[src/core/cdtu_defs.svh]
// Encoding constants and field positions for the conditional trap unit
`ifndef CDTU_DEFS_SVH
`define CDTU_DEFS_SVH

// Datapath and instruction geometry
`define CDTU_XLEN 64
`define CDTU_IMM_W 16
`define CDTU_CNT_W 16

// Field positions inside the instruction word
`define CDTU_OPC_HI 31
`define CDTU_OPC_LO 26
`define CDTU_RS_HI 25
`define CDTU_RS_LO 21
`define CDTU_RT_HI 20
`define CDTU_RT_LO 16
`define CDTU_CODE_HI 15
`define CDTU_CODE_LO 6
`define CDTU_FN_HI 5
`define CDTU_FN_LO 0
`define CDTU_IMM_HI 15
`define CDTU_IMM_LO 0

// Primary opcodes of the two classes
`define CDTU_OPC_SPECIAL 6'h00
`define CDTU_OPC_REGISTER_IMMEDIATE_CLASS 6'h01

// Function codes of the register forms
`define CDTU_FN_LT_DEF 6'h32
`define CDTU_FN_LTU 6'h33
`define CDTU_FN_NE_DEF 6'h36

// Selector codes of the immediate forms
`define CDTU_RT_LTI 5'h0a
`define CDTU_RT_LTIU 5'h0b
`define CDTU_RT_NEI 5'h0e

// Reset values
`define CDTU_COUNT_RST 16'h0000

`endif

[src/core/cdtu_pkg.sv]
// Types shared by the conditional trap unit files
`include "cdtu_defs.svh"

package cdtu_pkg;

  // Which trap form an instruction word names
  typedef enum logic [2:0] {
    KIND_NONE,
    KIND_LT,
    KIND_LTU,
    KIND_NE,
    KIND_LTI,
    KIND_LTIU,
    KIND_NEI
  } cdtu_kind_t;

  // Sequencer states
  typedef enum logic [1:0] {
    ST_IDLE,
    ST_EVAL,
    ST_TRAP
  } cdtu_state_t;

  // Instruction handed over by issue, with operands already read
  typedef struct packed {
    logic [31:0] instr;
    logic [`CDTU_XLEN-1:0] pc;
    logic [`CDTU_XLEN-1:0] first_val;
    logic [`CDTU_XLEN-1:0] second_val;
  } cdtu_issue_t;

  // Decoded view of one instruction word
  typedef struct packed {
    logic claimed;
    logic use_imm;
    cdtu_kind_t kind;
  } cdtu_dec_t;

  // Comparison flags
  typedef struct packed {
    logic lt_signed;
    logic lt_unsigned;
    logic differ;
  } cdtu_cmp_t;

endpackage

[src/core/cdtu_compare.sv]
// Width-parameterised signed, unsigned and inequality comparator
`timescale 1ns/100ps
`include "cdtu_defs.svh"

module cdtu_compare #(
  parameter int W = `CDTU_XLEN
) (
  input wire logic [W-1:0] a,
  input wire logic [W-1:0] b,
  output cdtu_pkg::cdtu_cmp_t flags
);
  import cdtu_pkg::*;

  // One extra zero bit on top makes the unsigned compare exact
  wire logic [W:0] a_zx = {1'b0, a};
  wire logic [W:0] b_zx = {1'b0, b};

  // Flag generation
  assign flags.lt_signed = ($signed(a) < $signed(b));
  assign flags.lt_unsigned = (a_zx < b_zx);
  assign flags.differ = (a != b);

endmodule

[src/core/cdtu_decode.sv]
// Instruction decoder for the conditional trap forms
`timescale 1ns/100ps
`include "cdtu_defs.svh"

module cdtu_decode #(
  parameter logic [5:0] FN_LT = `CDTU_FN_LT_DEF,
  parameter logic [5:0] FN_NE = `CDTU_FN_NE_DEF
) (
  input wire logic [31:0] instr,
  output cdtu_pkg::cdtu_dec_t dec
);
  import cdtu_pkg::*;

  // Field extraction; code bits 15..6 are never looked at
  wire logic [5:0] opc = instr[`CDTU_OPC_HI:`CDTU_OPC_LO];
  wire logic [5:0] fn = instr[`CDTU_FN_HI:`CDTU_FN_LO];
  wire logic [4:0] sel = instr[`CDTU_RT_HI:`CDTU_RT_LO];

  // Class opcodes hand decoding on to a second field
  wire logic is_special = (opc == `CDTU_OPC_SPECIAL);
  wire logic is_register_immediate_class = (opc == `CDTU_OPC_REGISTER_IMMEDIATE_CLASS);

  // Register forms, function field only
  wire logic hit_lt = is_special && (fn == FN_LT);
  wire logic hit_ltu = is_special && (fn == `CDTU_FN_LTU);
  wire logic hit_ne = is_special && (fn == FN_NE);

  // Immediate forms, selector in bits 20..16
  wire logic hit_lti = is_register_immediate_class && (sel == `CDTU_RT_LTI);
  wire logic hit_ltiu = is_register_immediate_class && (sel == `CDTU_RT_LTIU);
  wire logic hit_nei = is_register_immediate_class && (sel == `CDTU_RT_NEI);

  // Kind selection
  assign dec.kind = hit_lt ? KIND_LT :
                    hit_ltu ? KIND_LTU :
                    hit_ne ? KIND_NE :
                    hit_lti ? KIND_LTI :
                    hit_ltiu ? KIND_LTIU :
                    hit_nei ? KIND_NEI : KIND_NONE;
  assign dec.claimed = hit_lt | hit_ltu | hit_ne | hit_lti | hit_ltiu | hit_nei;
  assign dec.use_imm = hit_lti | hit_ltiu | hit_nei;

endmodule

[src/core/cdtu_trap_unit.sv]
// Conditional trap unit: takes one issued trap instruction, raises a trap request
`timescale 1ns/100ps
`include "cdtu_defs.svh"

module cdtu_trap_unit #(
  parameter int XLEN = `CDTU_XLEN,
  parameter int CNT_W = `CDTU_CNT_W,
  parameter logic [5:0] FN_LT = `CDTU_FN_LT_DEF,
  parameter logic [5:0] FN_NE = `CDTU_FN_NE_DEF
) (
  input wire logic mclk,
  input wire logic reset_n,
  input wire logic clk_en,
  input wire logic issue_valid,
  input cdtu_pkg::cdtu_issue_t issue_req,
  input wire logic flush,
  input wire logic exc_ack,
  output logic issue_ready,
  output logic done,
  output logic claimed,
  output logic trap_req,
  output cdtu_pkg::cdtu_kind_t trap_kind,
  output logic [XLEN-1:0] trap_pc,
  output logic [31:0] trap_instr,
  output logic [CNT_W-1:0] trap_count
);
  import cdtu_pkg::*;

  // State and held instruction
  cdtu_state_t state_reg;
  cdtu_state_t state_next;
  cdtu_issue_t held_reg;

  // Output registers and their next values
  logic ready_reg;
  logic ready_next;
  logic done_reg;
  logic done_next;
  logic claimed_reg;
  logic claimed_next;
  logic trap_req_reg;
  logic trap_req_next;
  cdtu_kind_t kind_reg;
  logic [XLEN-1:0] pc_reg;
  logic [31:0] instr_reg;
  logic [CNT_W-1:0] count_reg;
  logic [CNT_W-1:0] count_next;

  // Decoded word and comparison results
  cdtu_dec_t dec;
  cdtu_cmp_t flags;

  // Acceptance of a new instruction
  wire logic take = issue_valid && ready_reg && (state_reg == ST_IDLE) && !flush;

  // Sequencer phase flags
  wire logic in_eval = (state_reg == ST_EVAL);
  wire logic in_trap = (state_reg == ST_TRAP);

  // Immediate field of the held word
  wire logic [`CDTU_IMM_W-1:0] imm =
    held_reg.instr[`CDTU_IMM_HI:`CDTU_IMM_LO];

  // Sign extension before any compare; unsigned reach is thus 0..32767 or the top 32768
  wire logic [XLEN-1:0] imm_ext =
    {{(XLEN-`CDTU_IMM_W){imm[`CDTU_IMM_W-1]}}, imm};

  // Second operand: extended immediate for immediate forms, register otherwise
  wire logic [XLEN-1:0] operand_b =
    dec.use_imm ? imm_ext : held_reg.second_val;

  // Word decoder
  cdtu_decode #(
    .FN_LT(FN_LT),
    .FN_NE(FN_NE)
  ) u_decode (
    .instr(held_reg.instr),
    .dec(dec)
  );

  // Comparator on the first source value
  cdtu_compare #(
    .W(XLEN)
  ) u_compare (
    .a(held_reg.first_val),
    .b(operand_b),
    .flags(flags)
  );

  // Per-form trap conditions
  wire logic cond_lt = (dec.kind == KIND_LT) && flags.lt_signed;
  wire logic cond_ltu = (dec.kind == KIND_LTU) && flags.lt_unsigned;
  wire logic cond_ne = (dec.kind == KIND_NE) && flags.differ;
  wire logic cond_lti = (dec.kind == KIND_LTI) && flags.lt_signed;
  wire logic cond_ltiu = (dec.kind == KIND_LTIU) && flags.lt_unsigned;
  wire logic cond_nei = (dec.kind == KIND_NEI) && flags.differ;

  // Any condition true raises the trap
  wire logic trap_hit =
    cond_lt | cond_ltu | cond_ne | cond_lti | cond_ltiu | cond_nei;

  // Completion paths out of evaluation and out of the trap state
  wire logic eval_quiet = in_eval && !trap_hit;
  wire logic eval_trap = in_eval && trap_hit;
  wire logic trap_end = in_trap && exc_ack;

  // Saturating trap counter step
  wire logic count_full = &count_reg;
  wire logic count_step = eval_trap && !flush && !count_full;

  // Next state and output values
  always_comb begin
    state_next = state_reg;
    ready_next = ready_reg;
    done_next = 1'b0;
    claimed_next = claimed_reg;
    trap_req_next = trap_req_reg;
    count_next = count_reg;
    if (flush) begin
      state_next = ST_IDLE;
      ready_next = 1'b1;
      trap_req_next = 1'b0;
      claimed_next = 1'b0;
    end else begin
      unique case (state_reg)
        ST_IDLE: begin
          ready_next = 1'b1;
          if (take) begin
            state_next = ST_EVAL;
            ready_next = 1'b0;
          end
        end
        ST_EVAL: begin
          claimed_next = dec.claimed;
          if (trap_hit) begin
            state_next = ST_TRAP;
            trap_req_next = 1'b1;
          end else begin
            // No register is written and no request made
            state_next = ST_IDLE;
            ready_next = 1'b1;
            done_next = 1'b1;
          end
        end
        ST_TRAP: begin
          if (exc_ack) begin
            state_next = ST_IDLE;
            ready_next = 1'b1;
            trap_req_next = 1'b0;
            done_next = 1'b1;
          end
        end
      endcase
    end
    if (count_step) begin
      count_next = count_reg + {{(CNT_W-1){1'b0}}, 1'b1};
    end
  end

  // Sequencer state
  always_ff @(posedge mclk or negedge reset_n) begin
    if (!reset_n) begin
      state_reg <= ST_IDLE;
    end else if (clk_en) begin
      state_reg <= state_next;
    end
  end

  // Capture of the issued instruction and its operands
  always_ff @(posedge mclk or negedge reset_n) begin
    if (!reset_n) begin
      held_reg <= '0;
    end else if (clk_en && take) begin
      held_reg <= issue_req;
    end
  end

  // Handshake and completion flags
  always_ff @(posedge mclk or negedge reset_n) begin
    if (!reset_n) begin
      ready_reg <= 1'b1;
      done_reg <= 1'b0;
      claimed_reg <= 1'b0;
    end else if (clk_en) begin
      ready_reg <= ready_next;
      done_reg <= done_next;
      claimed_reg <= claimed_next;
    end
  end

  // Trap request, held until the exception logic accepts it or a flush drops it
  always_ff @(posedge mclk or negedge reset_n) begin
    if (!reset_n) begin
      trap_req_reg <= 1'b0;
    end else if (clk_en) begin
      trap_req_reg <= trap_req_next;
    end
  end

  // Trap details for the exception logic, loaded when a trap is raised
  always_ff @(posedge mclk or negedge reset_n) begin
    if (!reset_n) begin
      kind_reg <= KIND_NONE;
      pc_reg <= '0;
      instr_reg <= 32'h0000_0000;
    end else if (clk_en && eval_trap && !flush) begin
      kind_reg <= dec.kind;
      pc_reg <= held_reg.pc;
      instr_reg <= held_reg.instr;
    end
  end

  // Count of traps raised, saturating
  always_ff @(posedge mclk or negedge reset_n) begin
    if (!reset_n) begin
      count_reg <= `CDTU_COUNT_RST;
    end else if (clk_en) begin
      count_reg <= count_next;
    end
  end

  // Outputs straight from flip-flops
  assign issue_ready = ready_reg;
  assign done = done_reg;
  assign claimed = claimed_reg;
  assign trap_req = trap_req_reg;
  assign trap_kind = kind_reg;
  assign trap_pc = pc_reg;
  assign trap_instr = instr_reg;
  assign trap_count = count_reg;

endmodule

[config.mk]
export PLATFORM = sky130hd
export DESIGN_NAME = cdtu_trap_unit
export DESIGN_NICKNAME = d
export VERILOG_FILES = /design/src/core/cdtu_pkg.sv /design/src/core/cdtu_compare.sv /design/src/core/cdtu_decode.sv /design/src/core/cdtu_trap_unit.sv
export VERILOG_INCLUDE_DIRS = /design/src /design/src/core
export SDC_FILE = /design/constraint.sdc
export NUM_CORES = 1
export LEC_CHECK = 0
export ABC_AREA = 1
export BUFFER_PORTS_ARGS = -buffer_cell sky130_fd_sc_hd__buf_2
export CORE_MARGIN = 8
export CORE_UTILIZATION = 30
export CTS_BUF_LIST = sky130_fd_sc_hd__clkbuf_8
export DETAILED_ROUTE_END_ITERATION = 8
export GPL_TIMING_DRIVEN = 0
export MAX_ROUTING_LAYER = met4
export PLACE_DENSITY = 0.51
export SETUP_SLACK_MARGIN = 0.1
export SYNTH_ARGS = -nofsm -noshare
export SYNTH_HDL_FRONTEND = slang
export SYNTH_SLANG_ARGS = --single-unit
[constraint.sdc]
create_clock -name mclk -period 7.42 [get_ports mclk]
set_input_delay 0.742 -clock mclk [delete_from_list [all_inputs] [get_ports mclk]]
set_output_delay 0.742 -clock mclk [all_outputs]
set_load 0.01 [all_outputs]
==> reports/results.tsv, run 1 <==
stage	metric	value	unit
layout	max reg flops	224	
floorplanning	Die Ht	242.3	um
synthesis	cell taking the most area after synthesis	dfrtp_1	
layout	ratio of cells with drive above 1 in the final layout	30.56	%
floorplanning	row count	83	
cts	root buf cell	clkbuf_8	
timing	RSZ-0062 raised after global routing	no	
layout	Synth-to-Final Area Change	26.86	%
setup_path	Critical Path AT	5970	ps
floorplanning	die area	58700	um^2
setup_path	crit path kind	reg2reg	
synthesis	Ys Warns	0	
routing	detailed-route wire length per cell	17.67	um
pwr	Seq pwr share	43.3	%
min_path	Worst Hold End	held_reg[193]	
synthesis	Syn Nets	1823	
job	max-cap check violation count	0	
synthesis	Syn Area/Cell	10.07	um^2
timing	final hold slack	336.9	ps
pwr	Logic pwr share	25.1	%
synthesis	FF+latch count, synth	345	
timing	worst slew pin tran	778.2	ps
synthesis	Post-synth EDFFs	0	
layout	Design Area, Final	19490	um^2
routing	DR pass1 iterations	5	
setup_path	crit path max fanout	10	
timing	Slew HR	48.12	%
placed_design	DPL Wire Length	36.46	mm
pwr	part of the power in the clock network	31.6	%
min_path	HP Start	issue_req[193]	
min_path	hold path cells	3	
setup_path	Setup crit end kind	register	
layout	post-layout util	38.22	%
timing	final max-slew violation count	0	
cts	H-tree lvl count	3	
timing	Fmax achieved	181.5	MHz
grt	Tot GR Track Use	16.62	%
timing	TNS Setup	0	ps
grt	largest net degree at the start of global routing	110	
routing	Antenna Nets Post-Route	0	
cts	clock sink count	345	
status	outcome	finished clean	
grt	first-pass GRT wire length	74.93	mm
floorplanning	core box area	50990	um^2
pwr	Total Power	6.115	mW
pwr	Switching Share	30.89	%
pwr	peak supply drop	0.1778	mV
setup_path	CP most frequent cell	nand2_1	
placed_design	Placer Congestion	0.8465	
setup_path	crit-path leading delay family	simple AND/OR/NAND/NOR gates	
routing	drt total wl	47.65	mm
setup_path	Reg-to-Reg End	trap_pc[0]	
setup_path	required time of the critical path	7880	ps
cts	cts repair resizes	0	
cts	# hold bufs at CTS	1	
setup_path	R2R depth	25	
pwr	PD cells	313.8	nW/um^2
setup_path	Critical Path Max Stage Delay	490	ps
cts	CTS Buf Count	66	
min_path	HP Class	in2reg	
grt	initial antenna violation count	25	
placed_design	dpl ws	1652	ps
floorplanning	Initial Utilization	30.13	%
routing	via count	12195	
cts	clk_lat worst skew	610	ps
setup_path	R2R Setup Slk	1910	ps
pwr	Int Power	4.226	mW
setup_path	nature of the critical path startpoint	register	
floorplanning	Ports	349	
placed_design	port buffer count	348	
placed_design	placed instance area	18050	um^2
synthesis	Netlist cell types	37	
routing	DR iter-0 viols	573	
timing	Final setup viols	0	
timing	Layout Skew	36.88	ps
setup_path	Crit path buffers/inverters	6	
timing	setup ws final	1911	ps
layout	Layout Cells excl Fill	2697	
timing	post-layout minimum cycle time	5509	ps
cts	clock slew seen by the registers of the worst setup and hold paths	50	ps
routing	average via count per standard cell	4.522	
timing	Final Hold Fails	0	
synthesis	ys flop type	dfrtp_1	
grt	GRT overflow	0	
layout	nets@finish	2243	
synthesis	Gate Count Post-Synth	1525	
synthesis	Synth Cell Area	15360	um^2
setup_path	crit path from	held_reg[223]	
placed_design	Inst Count DP	2556	
synthesis	top-area cell type share of the netlist area	56.04	%
cts	CTS tree	yes	
timing	period utilization	74.24	%
setup_path	startpoint of the worst register-to-register path	held_reg[223]	
synthesis	Area contributors post-synth	dfrtp_1 56%, mux2_2 9.4%, nand2_1 8.6%	
routing	drc violations	0	
synthesis	Async SR Flop Fraction	100.0	%
grt	vias in the first global route	13134	
pwr	switching power	1.889	mW
floorplanning	Die Wd	242.3	um
cts	clk buf depth	3	
setup_path	Crit-path slowest cell	clkbuf_1	
pwr	Pleak	9.676	nW
synthesis	Seq/Total Area, Yosys	56.21	%
cts	Setup Buffers After CTS	0	
-- synth_stat cells, drive strengths merged, types with 15 or more instances --
cell,number
nand3,30
o21ai,264
mux2,128
a21oi,31
nor2,39
inv,131
buf,15
ha,68
clkbuf,59
dfrtp,344
nand2,353
nand4,26
-- worst reg2reg max path: stages (launching register included) --
cell	delay (ps)
dfrtp_1	350
inv_1	130
nand2_1	170
nor3_2	310
nand4_1	250
nand2_1	440
clkbuf_1	430
clkbuf_1	460
nand2_1	90
o21ai_0	100
ha_1	190
nand4_1	130
nor3_1	310
nand3_1	180
nor3_1	280
nand3b_1	220
nand2_1	110
nand2_1	50
nand2_1	50
nand2_1	80
inv_2	100
nand2_4	70
nand3_2	80
buf_6	180
clkbuf_1	490
o21ai_1	130
-- cells by family (layout without fill, tap and decap cells) --
family	count (synthesis)	count (layout)	share of synthesized area (%)
fa+ha+maj	68	68	5.539
compound gates	302	302	10.05
mux	128	128	9.383
buf+inv	205	673	5.588
xor+xnor	13	13	0.7412
flops	345	345	56.21
other cells	0	24	0
simple gates	464	464	12.49
-- power by group through the flow --
stage	Sequential, mW	Clock, mW	Combinational [mW]
floorplan	2.62	0	1.10
global placement	2.67	0	1.51
detailed placement	2.68	0	1.56
CTS	2.65	2.01	1.57
global route	2.71	2.10	1.81
finish	2.65	1.93	1.53
-- worst max path at each step --
stage | slack (ps) | endpoint | cells after the start
after detailed placement | 1650 | trap_instr[12] | 25
after CTS | 1620 | trap_instr[12] | 25
final | 1910 | trap_pc[0] | 25
after global routing | 1200 | trap_pc[16] | 25
after global placement | -1420 | held_reg[91] | 1
after floorplan | 3750 | trap_kind[0] | 32
-- cell type report --
cell class,instances,area (um^2)
fillers,5171,31500
flip-flops and latches,345,8635
multi-input cells,975,5868
repair buffers,352,1844
clock buffers,83,1142
well taps,680,850.8
inverters,131,491.7
plain buffers,74,366.6
clock inverters,33,227.7
diodes,24,60.06
-- metal layers --
metal,share of wire [%],vias up,GRT usage (%)
li1,-,5964,-
met1,44,5782,20.23
met2,46,365,25.67
met3,7.9,84,5.203
met4,2.5,0,6.314
met5,0,-,-
-- placed cells by master, fill, tap and decap left out, types with 3 or more instances in the layout --
cell type	synthesis	final
nor3_1	8	8
nand3_1	28	28
buf_16	0	3
dfrtp_1	344	344
o21a_1	3	3
bufinv_16	0	3
clkbuf_8	0	83
xor2_1	6	6
ha_1	68	68
inv_2	3	3
nand2_1	350	350
o21ai_2	3	3
nor4_1	3	3
a21oi_1	30	30
clkbuf_1	59	59
inv_1	128	145
clkinv_2	0	10
nor2_1	38	38
mux2_2	128	128
xnor2_1	7	7
nand4_1	26	26
buf_6	11	11
o21ai_1	80	80
diode_2	0	24
o21ai_0	181	181
buf_2	2	349
Note: power is estimated with default switching activity, not from simulation.
==> run 2, diff against run 1 <==
- clock period: 7.42 -> 5.3 ns (I/O delays scaled with it)
==> run 2 against run 1 <==
Sequential share of layout area down 0.14 points. Total power up 40%. Routed wire length up 0.19%. Cell count unchanged. First-iteration DRC count up 6.8%. Clock skew up 2.1 ps. Sequential power up 40%. Critical path type unchanged. Largest cell class unchanged.
==> reports/results.tsv, run 2 (synthesized netlist as in run 1, its figures left out) <==
stage	metric	value	unit	change
status	outcome	finished clean		
timing	period utilization	87.91	%	+14 points
grt	first-pass GRT wire length	74.93	mm	unchanged
setup_path	crit-path leading delay family	simple AND/OR/NAND/NOR gates		
layout	Synth-to-Final Area Change	27.26	%	
layout	most frequent cells in the layout	350 x buf_2, 349 x nand2_1, 344 x dfrtp_1, 181 x o21ai_0, 145 x inv_1		
setup_path	Setup crit end kind	register		
floorplanning	Ports	349		unchanged
floorplanning	core box area	50990	um^2	unchanged
pwr	Int Power	5.922	mW	+40%
routing	drc violations	0		unchanged
pwr	Switching Share	31.03	%	+0.14 points
setup_path	Critical Path Max Stage Delay	370	ps	-120 ps
floorplanning	die area	58700	um^2	unchanged
timing	Final setup viols	0		unchanged
routing	DR iter-0 viols	612		+6.8%
floorplanning	Die Ht	242.3	um	unchanged
setup_path	Crit path buffers/inverters	7		+1
floorplanning	Initial Utilization	30.13	%	unchanged
floorplanning	Die Wd	242.3	um	unchanged
routing	via count	12225		+0.25%
routing	average via count per standard cell	4.533		+0.25%
grt	vias in the first global route	13132		-0.015%
placed_design	DPL Wire Length	36.46	mm	unchanged
grt	GRT overflow	0		unchanged
cts	clk_lat worst skew	620	ps	about the same
timing	post-layout minimum cycle time	4659	ps	-849.8 ps
cts	H-tree lvl count	3		unchanged
routing	detailed-route wire length per cell	17.70	um	+0.19%
pwr	Seq pwr share	43.2	%	about the same
timing	Slew HR	48.20	%	+0.079 points
timing	Final Hold Fails	0		unchanged
grt	largest net degree at the start of global routing	110		unchanged
pwr	peak supply drop	0.2488	mV	+40%
layout	ratio of cells with drive above 1 in the final layout	31.54	%	+0.99 points
setup_path	Crit-path slowest cell	clkbuf_1		
cts	clock slew seen by the registers of the worst setup and hold paths	60	ps	about the same
layout	max reg flops	224		unchanged
grt	initial antenna violation count	25		unchanged
timing	Layout Skew	38.99	ps	+2.107 ps
setup_path	crit path kind	reg2reg		
pwr	part of the power in the clock network	31.5	%	about the same
placed_design	Placer Congestion	0.8465		unchanged
routing	drt total wl	47.74	mm	+0.19%
timing	TNS Setup	0	ps	unchanged
cts	clk buf depth	3		unchanged
pwr	Pleak	9.726	nW	+0.52%
layout	nets@finish	2244		+0.045%
cts	clock sink count	345		unchanged
placed_design	port buffer count	348		unchanged
setup_path	required time of the critical path	5820	ps	-2060 ps
min_path	HP Class	in2reg		
floorplanning	row count	83		unchanged
timing	RSZ-0062 raised after global routing	no		
setup_path	Critical Path AT	5180	ps	-790 ps
pwr	Logic pwr share	25.3	%	+0.2 points
setup_path	CP most frequent cell	nand2_1		
pwr	PD cells	439.2	nW/um^2	+40%
timing	final max-slew violation count	0		unchanged
routing	DR pass1 iterations	5		unchanged
timing	Fmax achieved	214.6	MHz	+18%
setup_path	nature of the critical path startpoint	register		
cts	CTS Buf Count	66		unchanged
layout	Layout Cells excl Fill	2697		unchanged
cts	root buf cell	clkbuf_8		
placed_design	Inst Count DP	2556		unchanged
grt	Tot GR Track Use	16.61	%	about the same
setup_path	crit path max fanout	10		unchanged
job	max-cap check violation count	0		unchanged
cts	CTS tree	yes		
pwr	switching power	2.664	mW	+41%
timing	worst slew pin tran	777.0	ps	-1.182 ps
layout	Filler cells	5167		-0.077%
layout	commonest non-fill, non-tap cell in the layout	buf_2		
routing	Antenna Nets Post-Route	0		unchanged
run 2: cell types whose count changed in the layout (fill, tap and decap cells not counted), moves of 2 or more:
| cell | previous run | this run |
|---|---|---|
| clkbuf_1 | 59 | 47 |
| clkbuf_2 | 0 | 12 |
| nor3_1 | 8 | 6 |
| nor3_4 | 1 | 3 |
run 2: layout make-up:
type	instances	area, um^2	share of cell area, %
Clock inverter	33	227.7	1.165
Clock buffer	83	1142	5.844
Sequential cell	345	8635	44.17
Tap cell	680	850.8	4.352
Timing Repair Buffer	353	1852	9.473
Buffer	74	382.9	1.959
Multi-Input combinational cell	975	5909	30.23
Antenna cell	23	57.56	0.2944
Inverter	131	491.7	2.515
run 2: power by group through the flow:
stage	clock network, mW	registers (mW)	logic, mW
2_1_floorplan	0	3.67	1.54
3_3_place_gp	0	3.74	2.11
3_5_place_dp	0	3.76	2.18
4_1_cts	2.82	3.71	2.20
5_1_grt	2.94	3.80	2.55
6_report	2.70	3.71	2.17
run 2: path summary, 6_finish.rpt:
check,start,to,slack (ps),depth (start not counted)
setup / recovery,held_reg[223],trap_pc[13],640,26
hold / removal,issue_req[193],held_reg[193],120,3
setup reg to reg,held_reg[223],trap_pc[13],640,26
hold reg to reg,trap_instr[27],trap_instr[27],460,2
max in group asynchronous,reset_n,held_reg[92],3510,4
min in group asynchronous,reset_n,trap_pc[45],430,2
run 2: through the flow:
step / cell area [um^2] / power (mW) / worst slack [ps] / hold slack (ps) / util [%]
final: 19550 / 8.586 / 641.0 / 124.7 / 38.34
after global placement: 17950 / 5.850 / -3326 / 446.3 / 35.21
after floorplan: 15360 / 5.213 / 1635 / 234.4 / -
after detailed placement: 18050 / 5.942 / -468.4 / 446.6 / 35.39
after CTS: 19440 / 8.735 / 103.5 / 55.85 / 38.13
after global routing: 19550 / 9.289 / 151.5 / 86.95 / 38.33
run 2: tightest hold or removal path: cells and delay by family:
family	cells	cell delay, ps
compound gates	1	60
simple gates	1	40
buf+inv	1	80
run 2: metal layers:
layer | global-route usage [%] | wire length (um) | up-vias | part of all wire [%]
met5 | - | 0 | - | 0
met4 | 6.314 | 1203 | 0 | 2.5
met3 | 5.203 | 3608 | 85 | 7.6
met2 | 25.68 | 21840 | 367 | 46
met1 | 20.22 | 21090 | 5804 | 44
li1 | - | - | 5969 | -
run 2: repair_timing:
item,CTS,global route
buffers inserted,0,1
hold buffers,1,0
cloned,0,0
gates resized for setup,11,15
pin swaps,0,1
endpoints found under the hold margin,46,0
endpoints found under the setup margin,116,116
